===== src/hdl/ixe_pkg.sv =====
// constants and types shared by the isa extension execute unit
package ixe_pkg;
	// ==========================================================
	// instruction fields
	localparam logic [5:0] OP_PREFETCH   = 6'h33;
	localparam logic [5:0] OP_SPECIAL    = 6'h00;
	localparam logic [5:0] OP_SPECIAL2   = 6'h1c;
	localparam int         OPC_HI        = 31;
	localparam int         OPC_LO        = 26;
	localparam int         RS_LO         = 21;
	localparam int         RT_LO         = 16;
	localparam int         RD_LO         = 11;
	localparam int         OFFSET_W      = 16;
	// ==========================================================
	// function codes
	localparam logic [5:0] FN_MOVE_ZERO    = 6'h0a;
	localparam logic [5:0] FN_MOVE_NONZERO = 6'h0b;
	localparam logic [5:0] FN_SMAC       = 6'h00;
	localparam logic [5:0] FN_UMAC       = 6'h01;
	localparam logic [5:0] FN_SMSB       = 6'h04;
	localparam logic [5:0] FN_UMSB       = 6'h05;
	localparam logic [5:0] FN_CNT_ZERO   = 6'h20;
	localparam logic [5:0] FN_CNT_ONE    = 6'h21;
	// ==========================================================
	// hints and reset values
	localparam logic [4:0] HINT_IGNORE_HIT = 5'h19;
	localparam logic [31:0] ACC_RESET    = 32'h0000_0000;
	localparam int         MAC_LATENCY   = 2;

	typedef enum logic [1:0] {
		MAC_IDLE = 2'b00,
		MAC_MUL  = 2'b01,
		MAC_ACC  = 2'b10
	} ixe_mac_state_e;
endpackage


===== src/hdl/ixe_execute_unit.sv =====
// execute stage for the isa extension instructions
`timescale 1ns/1ps
`default_nettype none
module ixe_execute_unit
	import ixe_pkg::*;
(
	// clock and reset
	input  wire logic        CLK_SYS,
	input  wire logic        RST,
	// issued instruction and operands
	input  wire logic        ISSUE_VALID,
	input  wire logic [31:0] INSTR,
	// source operands
	input  wire logic [31:0] RS_DATA,
	input  wire logic [31:0] RT_DATA,
	// privilege and width
	input  wire logic        USER_MODE,
	input  wire logic        IS_64BIT_OP,
	// address translation answer for the prefetch
	input  wire logic        XLATE_UNCACHED,
	input  wire logic        XLATE_FAULT,
	// register file write
	output logic             RF_WE,
	output logic      [4:0]  RF_WADDR,
	output logic      [31:0] RF_WDATA,
	// exceptions
	output logic             EXC_RESERVED,
	output logic             EXC_TRAP64,
	// data cache prefetch request
	output logic             PF_REQ,
	output logic      [31:0] PF_ADDR,
	output logic      [4:0]  PF_HINT,
	output logic             PF_HOUSEKEEP,
	// accumulator
	output logic             ACC_BUSY,
	output logic      [31:0] ACC_HIGH_WORD,
	output logic      [31:0] ACC_LOW_WORD
);
	// ==========================================================
	// funct decoding shared by several controls
	function automatic logic fn_signed_mac(input logic [5:0] fn);
		return fn == FN_SMAC || fn == FN_SMSB;
	endfunction

	function automatic logic fn_sub_mac(input logic [5:0] fn);
		return fn == FN_SMSB || fn == FN_UMSB;
	endfunction

	function automatic logic fn_count(input logic [5:0] fn);
		return fn == FN_CNT_ZERO || fn == FN_CNT_ONE;
	endfunction

	// ==========================================================
	// decode
	logic [5:0]  opcode;
	logic [5:0]  funct;
	logic [4:0]  rd_f;
	logic [4:0]  rt_f;
	logic [4:0]  hint_f;
	logic        issue_ok;
	logic        wide_op;
	logic        is_special;
	logic        is_special2;
	logic        do_prefetch;
	logic        do_mov_nz;
	logic        do_mov_z;
	logic        do_mac;
	logic        do_count;
	logic        mac_signed;
	logic        mac_sub;
	logic        count_ones;
	logic [31:0] eff_addr;

	// wide ops suppress every other decode
	assign issue_ok    = ISSUE_VALID && !IS_64BIT_OP;
	assign wide_op     = ISSUE_VALID && IS_64BIT_OP;

	// ==========================================================
	// field extraction
	assign opcode      = INSTR[OPC_HI:OPC_LO];
	assign funct       = INSTR[5:0];
	assign rd_f        = INSTR[RD_LO +: 5];
	assign rt_f        = INSTR[RT_LO +: 5];
	assign hint_f      = INSTR[RT_LO +: 5];
	// ==========================================================
	// instruction class
	assign is_special  = issue_ok && opcode == OP_SPECIAL;
	assign is_special2 = issue_ok && opcode == OP_SPECIAL2;
	assign do_prefetch = issue_ok && opcode == OP_PREFETCH;
	assign do_mov_nz   = is_special && funct == FN_MOVE_NONZERO;
	assign do_mov_z    = is_special && funct == FN_MOVE_ZERO;
	assign do_mac      = is_special2 && (funct == FN_SMAC || funct == FN_UMAC ||
	                                     funct == FN_SMSB || funct == FN_UMSB);
	assign do_count    = is_special2 && fn_count(funct);
	// ==========================================================
	// accumulate and count controls
	assign mac_signed  = fn_signed_mac(funct);
	assign mac_sub     = fn_sub_mac(funct);
	assign count_ones  = funct == FN_CNT_ONE;

	// ==========================================================
	// effective address: base plus sign-extended offset
	assign eff_addr = RS_DATA + {{(32 - OFFSET_W){INSTR[OFFSET_W - 1]}},
	                             INSTR[OFFSET_W - 1:0]};

	// ==========================================================
	// prefetch qualification
	logic pf_hint_user;
	logic pf_allowed;
	logic pf_cached;
	logic pf_reserved;
	logic pf_fetch;
	logic pf_keep;
	assign pf_hint_user = USER_MODE && hint_f == HINT_IGNORE_HIT;
	assign pf_reserved  = do_prefetch && pf_hint_user;
	assign pf_allowed   = do_prefetch && !pf_reserved;
	assign pf_cached    = !XLATE_UNCACHED;
	// faults are dropped; a faulted or uncached prefetch fetches nothing
	assign pf_fetch     = pf_allowed && pf_cached && !XLATE_FAULT;
	// housekeeping only on a cached line, never on uncached space
	assign pf_keep      = pf_allowed && pf_cached && XLATE_FAULT;

	// ==========================================================
	// conditional move and counts
	logic       rt_zero;
	logic       nz_take;
	logic       z_take;
	logic       mov_take;
	logic [5:0] lead_cnt;
	assign rt_zero  = RT_DATA == 32'h0000_0000;
	assign nz_take  = do_mov_nz && !rt_zero;
	assign z_take   = do_mov_z && rt_zero;
	// only a true condition reaches the register file
	assign mov_take = nz_take || z_take;

	ixe_lead_count u_count (
		.value      (RS_DATA),
		.count_ones (count_ones),
		.count      (lead_cnt)
	);

	// ==========================================================
	// accumulate datapath
	logic mac_busy;
	logic [31:0] acc_hi;
	logic [31:0] acc_lo;

	ixe_mac u_mac (
		.clk       (CLK_SYS),
		.rst       (RST),
		.start     (do_mac),
		.is_signed (mac_signed),
		.is_sub    (mac_sub),
		.op_a      (RS_DATA),
		.op_b      (RT_DATA),
		.busy      (mac_busy),
		.done      (),
		.acc_hi    (acc_hi),
		.acc_lo    (acc_lo)
	);

	// no interlock: the outputs simply show whatever is in flight
	assign ACC_BUSY      = mac_busy;
	assign ACC_HIGH_WORD = acc_hi;
	assign ACC_LOW_WORD  = acc_lo;

	// ==========================================================
	// registered results
	logic [31:0] count_wdata;
	logic        pf_load;
	assign count_wdata = {26'h0, lead_cnt};
	// target of the last prefetch stands until the next one
	assign pf_load     = do_prefetch;

	// ==========================================================
	// register file write strobe
	logic        rf_we_d;
	logic        rf_we_q;

	assign rf_we_d = mov_take || do_count;

	always_ff @(posedge CLK_SYS) begin
		if (RST) begin
			rf_we_q <= 1'b0;
		end else begin
			rf_we_q <= rf_we_d;
		end
	end

	// ==========================================================
	// register file write address
	logic [4:0]  rf_waddr_d;
	logic [4:0]  rf_waddr_q;

	// counts write the rt field register
	assign rf_waddr_d = do_count ? rt_f : rd_f;

	always_ff @(posedge CLK_SYS) begin
		if (RST) begin
			rf_waddr_q <= 5'h0;
		end else begin
			rf_waddr_q <= rf_waddr_d;
		end
	end

	// ==========================================================
	// register file write data
	logic [31:0] rf_wdata_d;
	logic [31:0] rf_wdata_q;

	assign rf_wdata_d = do_count ? count_wdata : RS_DATA;

	always_ff @(posedge CLK_SYS) begin
		if (RST) begin
			rf_wdata_q <= 32'h0;
		end else begin
			rf_wdata_q <= rf_wdata_d;
		end
	end

	// ==========================================================
	// reserved-instruction exception
	logic        exc_res_d;
	logic        exc_res_q;

	// ignore-hit hint is privileged
	assign exc_res_d = pf_reserved;

	always_ff @(posedge CLK_SYS) begin
		if (RST) begin
			exc_res_q <= 1'b0;
		end else begin
			exc_res_q <= exc_res_d;
		end
	end

	// ==========================================================
	// wide operation trap
	logic        exc_trap_d;
	logic        exc_trap_q;

	// wide ops trap in every mode
	assign exc_trap_d = wide_op;

	always_ff @(posedge CLK_SYS) begin
		if (RST) begin
			exc_trap_q <= 1'b0;
		end else begin
			exc_trap_q <= exc_trap_d;
		end
	end

	// ==========================================================
	// prefetch fetch request
	logic        pf_req_d;
	logic        pf_req_q;

	// only permitted, cached, unfaulted prefetches
	assign pf_req_d = pf_fetch;

	always_ff @(posedge CLK_SYS) begin
		if (RST) begin
			pf_req_q <= 1'b0;
		end else begin
			pf_req_q <= pf_req_d;
		end
	end

	// ==========================================================
	// prefetch housekeeping
	logic        pf_keep_d;
	logic        pf_keep_q;

	// invisible cache action only
	assign pf_keep_d = pf_keep;

	always_ff @(posedge CLK_SYS) begin
		if (RST) begin
			pf_keep_q <= 1'b0;
		end else begin
			pf_keep_q <= pf_keep_d;
		end
	end

	// ==========================================================
	// prefetch address
	logic [31:0] pf_addr_d;
	logic [31:0] pf_addr_q;

	assign pf_addr_d = pf_load ? eff_addr : pf_addr_q;

	always_ff @(posedge CLK_SYS) begin
		if (RST) begin
			pf_addr_q <= 32'h0;
		end else begin
			pf_addr_q <= pf_addr_d;
		end
	end

	// ==========================================================
	// prefetch hint
	logic [4:0]  pf_hint_d;
	logic [4:0]  pf_hint_q;

	assign pf_hint_d = pf_load ? hint_f : pf_hint_q;

	always_ff @(posedge CLK_SYS) begin
		if (RST) begin
			pf_hint_q <= 5'h0;
		end else begin
			pf_hint_q <= pf_hint_d;
		end
	end

	// ==========================================================
	// register file outputs
	assign RF_WE        = rf_we_q;
	assign RF_WADDR     = rf_waddr_q;
	assign RF_WDATA     = rf_wdata_q;

	// ==========================================================
	// exception outputs
	assign EXC_RESERVED = exc_res_q;
	assign EXC_TRAP64   = exc_trap_q;

	// ==========================================================
	// prefetch outputs
	assign PF_REQ       = pf_req_q;
	assign PF_HOUSEKEEP = pf_keep_q;
	assign PF_ADDR      = pf_addr_q;
	assign PF_HINT      = pf_hint_q;
endmodule
`default_nettype wire


===== src/hdl/ixe_lead_count.sv =====
// leading zero or one count of a 32-bit word
`timescale 1ns/1ps
`default_nettype none
module ixe_lead_count (
	// operand
	input  wire logic [31:0] value,
	input  wire logic        count_ones,
	// result
	output logic      [5:0]  count
);
	logic [31:0] scan;
	assign scan = count_ones ? ~value : value;

	// ==========================================================
	// scan from msb downward, all-clear word gives 32
	function automatic logic [5:0] lead_zeros(input logic [31:0] w);
		logic [5:0] n;
		logic       hit;
		n   = 6'h20;
		hit = 1'b0;
		for (int i = 31; i >= 0; i--) begin
			if (!hit && w[i]) begin
				n   = 6'(31 - i);
				hit = 1'b1;
			end
		end
		return n;
	endfunction

	assign count = lead_zeros(scan);
endmodule
`default_nettype wire


===== src/hdl/ixe_mac.sv =====
// multiply-accumulate datapath with 64-bit accumulator
`timescale 1ns/1ps
`default_nettype none
module ixe_mac
	import ixe_pkg::*;
(
	// clock and reset
	input  wire logic        clk,
	input  wire logic        rst,
	// request
	input  wire logic        start,
	input  wire logic        is_signed,
	input  wire logic        is_sub,
	input  wire logic [31:0] op_a,
	input  wire logic [31:0] op_b,
	// accumulator
	output logic             busy,
	output logic             done,
	output logic      [31:0] acc_hi,
	output logic      [31:0] acc_lo
);
	ixe_mac_state_e state_q, state_d;
	logic [63:0] prod_q;
	logic        sub_q;
	logic [31:0] hi_q, lo_q;
	logic signed [32:0] ext_a, ext_b;
	logic signed [65:0] prod_w;
	logic [63:0] sum_w;

	// zero extension for unsigned, sign extension for signed
	assign ext_a  = {is_signed & op_a[31], op_a};
	assign ext_b  = {is_signed & op_b[31], op_b};
	assign prod_w = ext_a * ext_b;
	// wrap-around arithmetic, no overflow flagged
	assign sum_w  = sub_q ? ({hi_q, lo_q} - prod_q) : ({hi_q, lo_q} + prod_q);

	always_comb begin
		case (state_q)
			MAC_IDLE: state_d = start ? MAC_MUL : MAC_IDLE;
			MAC_MUL:  state_d = start ? MAC_MUL : MAC_ACC;
			MAC_ACC:  state_d = start ? MAC_MUL : MAC_IDLE;
			default:  state_d = MAC_IDLE;
		endcase
	end

	always_ff @(posedge clk) begin
		if (rst) begin
			state_q <= MAC_IDLE;
			prod_q  <= 64'h0;
			sub_q   <= 1'b0;
		end else begin
			state_q <= state_d;
			if (start) begin
				prod_q <= prod_w[63:0];
				sub_q  <= is_sub;
			end
		end
	end

	always_ff @(posedge clk) begin
		if (rst) begin
			hi_q <= ACC_RESET;
			lo_q <= ACC_RESET;
		end else if (state_q == MAC_MUL) begin
			lo_q <= sum_w[31:0];
			hi_q <= sum_w[63:32];
		end
	end

	assign busy   = (state_q == MAC_MUL);
	assign done   = (state_q == MAC_ACC);
	assign acc_hi = hi_q;
	assign acc_lo = lo_q;
endmodule
`default_nettype wire


===== config.mk =====
export PLATFORM = sky130hd
export DESIGN_NAME = ixe_execute_unit
export DESIGN_NICKNAME = d
export VERILOG_FILES = /design/src/hdl/ixe_pkg.sv /design/src/hdl/ixe_execute_unit.sv /design/src/hdl/ixe_lead_count.sv /design/src/hdl/ixe_mac.sv
export SDC_FILE = /design/constraint.sdc
export NUM_CORES = 2
export LEC_CHECK = 0
export ABC_AREA = 1
export BUFFER_PORTS_ARGS = -buffer_cell sky130_fd_sc_hd__buf_2
export CAP_MARGIN = 20
export CORE_ASPECT_RATIO = 1.5
export CORE_UTILIZATION = 40
export DETAILED_ROUTE_END_ITERATION = 8
export SLEW_MARGIN = 20
export SYNTH_ARGS = -nofsm -noshare
export SYNTH_HDL_FRONTEND = slang
export SYNTH_SLANG_ARGS = --single-unit

===== constraint.sdc =====
create_clock -name CLK_SYS -period 21.8 [get_ports CLK_SYS]
set_clock_uncertainty 0.1 [all_clocks]
set_input_delay 1.09 -clock CLK_SYS [delete_from_list [all_inputs] [get_ports CLK_SYS]]
set_output_delay 1.09 -clock CLK_SYS [all_outputs]
set_load 0.01 [all_outputs]

# Yosys cells after proc, flatten, opt, wreduce, memory -nomap -nowiden
# Cells that the tools add are included.
[classes] n_addsub=3 mul=1 eq_ne=12 mux=70 bitwise=3 n_reduce_logical=98
[ops] operator="$mux 6" count=33
[ops] operator="$add 64x64->64" count=1
[ops] operator="$mul 33x33->64" count=1
[ops] operator="$mux 64" count=1
[ops] operator="$sub 64x64->64" count=1
[ops] operator="$logic_and 1x1->1" count=48
[ops] operator="$logic_not 1->1" count=36
[ops] operator="$add 32x32->32" count=1
[ops] operator="$logic_not 32->1" count=1
[ops] operator="$mux 1" count=32
[ops] operator="$mux 32" count=1
[ops] operator="$not 32->32" count=1
[ops] operator="$eq 6x6->1 const B" count=3
[ops] operator="$eq 6x3->1 const B" count=2
[ops] operator="$eq 6x4->1 const B" count=2
[ops] operator="$logic_not 6->1" count=2
[ops] operator="$logic_or 1x1->1" count=8
[ops] operator="$eq 6x1->1 const B" count=1
[ops] operator="$eq 6x5->1 const B" count=1
[ops] operator="$eq 5x5->1 const B" count=1
[ops] operator="$mux 5" count=1
[ops] operator="$pmux 2 s2" count=1
[ops] operator="$reduce_or 2->1" count=2
[ops] operator="$and 1x1->1" count=2
[ops] operator="other kinds (4)" count=4
[word_totals] regBits=210 input_bits=103 out_inout_bits=144

# Logic depth before layout (Yosys ltp)
[depth] word_depth=97 depth_mapped=39 mapped_depth_nobuf=37

# Modules after synthesis
# A second synthesis with hierarchy kept.
[hier_totals] hier_cells=8021 hier_area_um2=57674.1
[modules_own_cells] mod="ixe_mac" instances=1 cells_each=6980 area_each_um2=51373.0 seq_area_each_um2=2622.5
[modules_own_cells] mod="ixe_execute_unit" instances=1 cells_each=886 area_each_um2=5348.9 seq_area_each_um2=1581.5
[modules_own_cells] mod="ixe_lead_count" instances=1 cells_each=155 area_each_um2=952.2 seq_area_each_um2=0.0

# Worst setup path before layout
# OpenSTA, ideal clock, no wires.
[synth_timing] path_type="input port to flip-flop" startpoint="input INSTR[1]" endpoint="register u_mac.prod_q[63]" t_arrival_ps=8477 slack_ps=13106 stages=31 path_buffers=2 cell_sequence="inv_1 > nand4_1 > clkbuf_1 > clkbuf_1 > nor2_1 > fa_1 > fa_1 > fa_1 > inv_1 > fa_1 > inv_1 > fa_1 > fa_1 > inv_1 > fa_1 > fa_1 > inv_1 > ha_1 > nand2_1 > nor2_1 > inv_1 > nor2_1 > nand2_1 > nor2_1 > nand2_1 > o211ai_1 > a31oi_1 > a21oi_1 > o21ai_0 > o211ai_1 > inv_1"
[synth_via] elab_chain_cells=5 word_cells_on_any_way=12
[synth_rtl] element="from (decl)" line_no="ixe_execute_unit.sv:12" text="input wire logic [31:0] INSTR,"
[synth_rtl] element="parallel branches: the longest is 5 deep, another holds $mul 33x33->64"
[synth_rtl] element="to (signal assigned)" line_no="ixe_mac.sv:54" text="prod_q <= prod_w[63:0];"
[synth_rtl] element="to (decl)" line_no="ixe_mac.sv:23" text="logic [63:0] prod_q;"
# Several ways; the timed one is not identified.
# A chain may end at the register's enable or synchronous reset.

# Worst setup path after layout
[layout_timing] startpoint="input INSTR[4]" endpoint="register u_mac.prod_q[63]"
# Same word-level chain as after synthesis.

==> metrics.cfg <==
[logic_synthesis]
synth_compound_area_share_pct = 7.40
synthMuxAreaShare_pct = 0
ys_ff_latch = 210
synth-simple-area-share_pct = 15.7
synthTopCellsByCount = inv_1, nand2_1, fa_1, nor2_1, ha_1
syn_inst = 6891
syn-mean-instance-area_sq_um = 7.75
synthXorXnorAreaFrac_pct = 3.86
synth_area_sq_um = 53400
yosysTopAreaCellShare_pct = 42.3
synth_most_common_cell = inv_1
synthAdderAreaFrac_pct = 49.5
yosys.area.top_type = fa_1
synth_edf_count = 0
synth_top_family_by_area = adder cells
synth_fp_nets = 8428
async_reset_ff_share_pct = 0
synth_warnings = 0
ys_dominant_reg_cell = dfxtp_1
ys_seq_area_share_pct = 7.88
yosysUniqueCellTypes = 60
synthTopCellsByArea = fa_1, inv_1, nand2_1, dfxtp_1, ha_1

[grt]
grt_max_degree = 60
first_global_vias = 47215
grt_overflow = 0
grt_antenna_before_repair = 9
grt_pass1_wl_mm = 266
grt_usage_pct = 25.7

[clock_network]
cts_tree = yes
post_cts_resized = 0
root_buffer = clkbuf_16
cts_buffer_depth = 3
hold_buffers = 0
cts.htree.levels = 1
clk_pin_slew_worst_paths_ps = 70
clk_latency_ps = 570
cts_sinks = 210
cts_setup_buffers = 0
numCtsBuffers = 21

[critical_path]
max_stage_delay_ps = 1120
cp-end-kind = flip-flop
worstSetupPathType = in2reg
crit_top_cell = fa_1
reg2reg_slack_ps = 15870
cp_max_fo = 11
required_ps = 22200
critPathSlowestCell = fa_1
start_kind = input pin
cp_top_family = adder cells
crit_buf_inv = 7
cp.arrival_ps = 10430

[routing]
drc = 0
ant_nets = 0
avgRoutedWirePerCell_um = 19.7
viasPerCell = 5.08
wl_mm = 171
dr.pass1.iters = 6
detail_route.iter0.violations = 2450
vias = 43983

[timing]
fin_crit_sh_pct = 46.0
hold_violations = 0
setup_tns_ps = 0
worstMarginPinSlew_ps = 1070
fin_crit_ps = 10030
setup_viol = 0
hold_ws_ps = 330
rsz0062_at_grt = no
relSlewSlack_pct = 28.9
slew_viol_final = 0
max_freq_ghz = 0.0997

[die]
fp.dieW_um = 300
die_height_um = 449
rows = 163
io_pins = 247
core_area_sq_um = 132000
dieArea_sq_um = 135000
start_util_pct = 40.5

[placement]
dp_hpwl_mm = 140
gp_congestion = 0.955
port_buffers = 241

[finish]
finalNetCount = 8443
fin_util_pct = 43.1
synthToLayoutAreaGrowth_pct = 6.43
layout-drive-gt1-share_pct = 5.94

[hold_path]
min_path_type = reg2reg

[outcome]
status = completed

[flow_run]
drv_cap = 0

-- flip-flops by register name (all words and copies together), names as in the netlist --
| name | flops |
|---|---|
| RF_WE | 1 |
| PF_HOUSEKEEP | 1 |
| u_mac.acc_lo | 32 |
| RF_WADDR | 5 |
| u_mac.sub_q | 1 |
| RF_WDATA | 32 |
| EXC_TRAP64 | 1 |
| PF_REQ | 1 |
| u_mac.state_q | 2 |
| u_mac.acc_hi | 32 |
| u_mac.prod_q | 64 |
| PF_HINT | 5 |
| PF_ADDR | 32 |
| EXC_RESERVED | 1 |
-- path summary, 6_finish.rpt --
path / start / end / cells past startpoint
worst max-delay path: INSTR[4] / u_mac.prod_q[63] / 29
worst min-delay path: u_mac.state_q[0] / u_mac.state_q[0] / 1
worst max register to register: u_mac.prod_q[0] / u_mac.acc_hi[25] / 31
worst min register to register: u_mac.state_q[0] / u_mac.state_q[0] / 1
-- logic make-up (layout without fill, tap and decap cells) --
group / count (synthesis) / count (layout)
AND/OR/NAND/NOR: 2085 / 2085
AO/OA/AOI/OAI: 700 / 700
other: 0 / 7
adder cells (fa/ha/maj): 1434 / 1434
XOR/XNOR: 233 / 233
flip-flops: 210 / 210
buffers and inverters: 2229 / 2257
-- metrics by stage --
stage               setup WS [ps]  cells  instance area [sq um]
global route                11240   8655                  56800
global placement            11260   8615                  56100
finish                      11770   8658                  56800
floorplan                   13110   6891                  53400
detailed placement          11200   8615                  56100
CTS                         11780   8651                  56800
-- cell usage in the layout (no fill, tap or decap), types with 8 or more instances in the layout --
cell type and count:
inv_2 8, o21bai_1 11, nand4_1 31, fa_1 1127
clkbuf_16 21, nand3_1 95, nor4_1 23, nor3_1 27
o21ai_0 250, o211ai_1 32, a21oi_1 253, buf_4 76
o21a_1 15, a31oi_1 47, buf_2 240, nor2_4 9
inv_1 1897, a21o_1 11, dfxtp_1 210, xnor2_1 65
ha_1 307, nand2_1 1376, xor2_1 165, nor2_1 490
o21ai_1 17
-- routing by layer --
metal	vias to the layer above	track usage, %	share of wire [%]
li1	20022	-	-
met1	22193	28.0	36
met2	1309	48.1	53
met3	453	1.97	4.4
met4	6	14.7	6.5
met5	-	0	0.018
-- final cells by class --
cell class	count	area, sq um
antenna	7	17.5
clock buffer	28	592
clock inverter	8	104
fill	13467	75100
inverter	1905	7150
multi-input combinational	4452	40800
sequential	210	4200
tap	1732	2170
timing repair buffer	316	1770
Power is not shown: default switching activity piles up to over one toggle a cycle in this logic, so the estimate is an artifact.
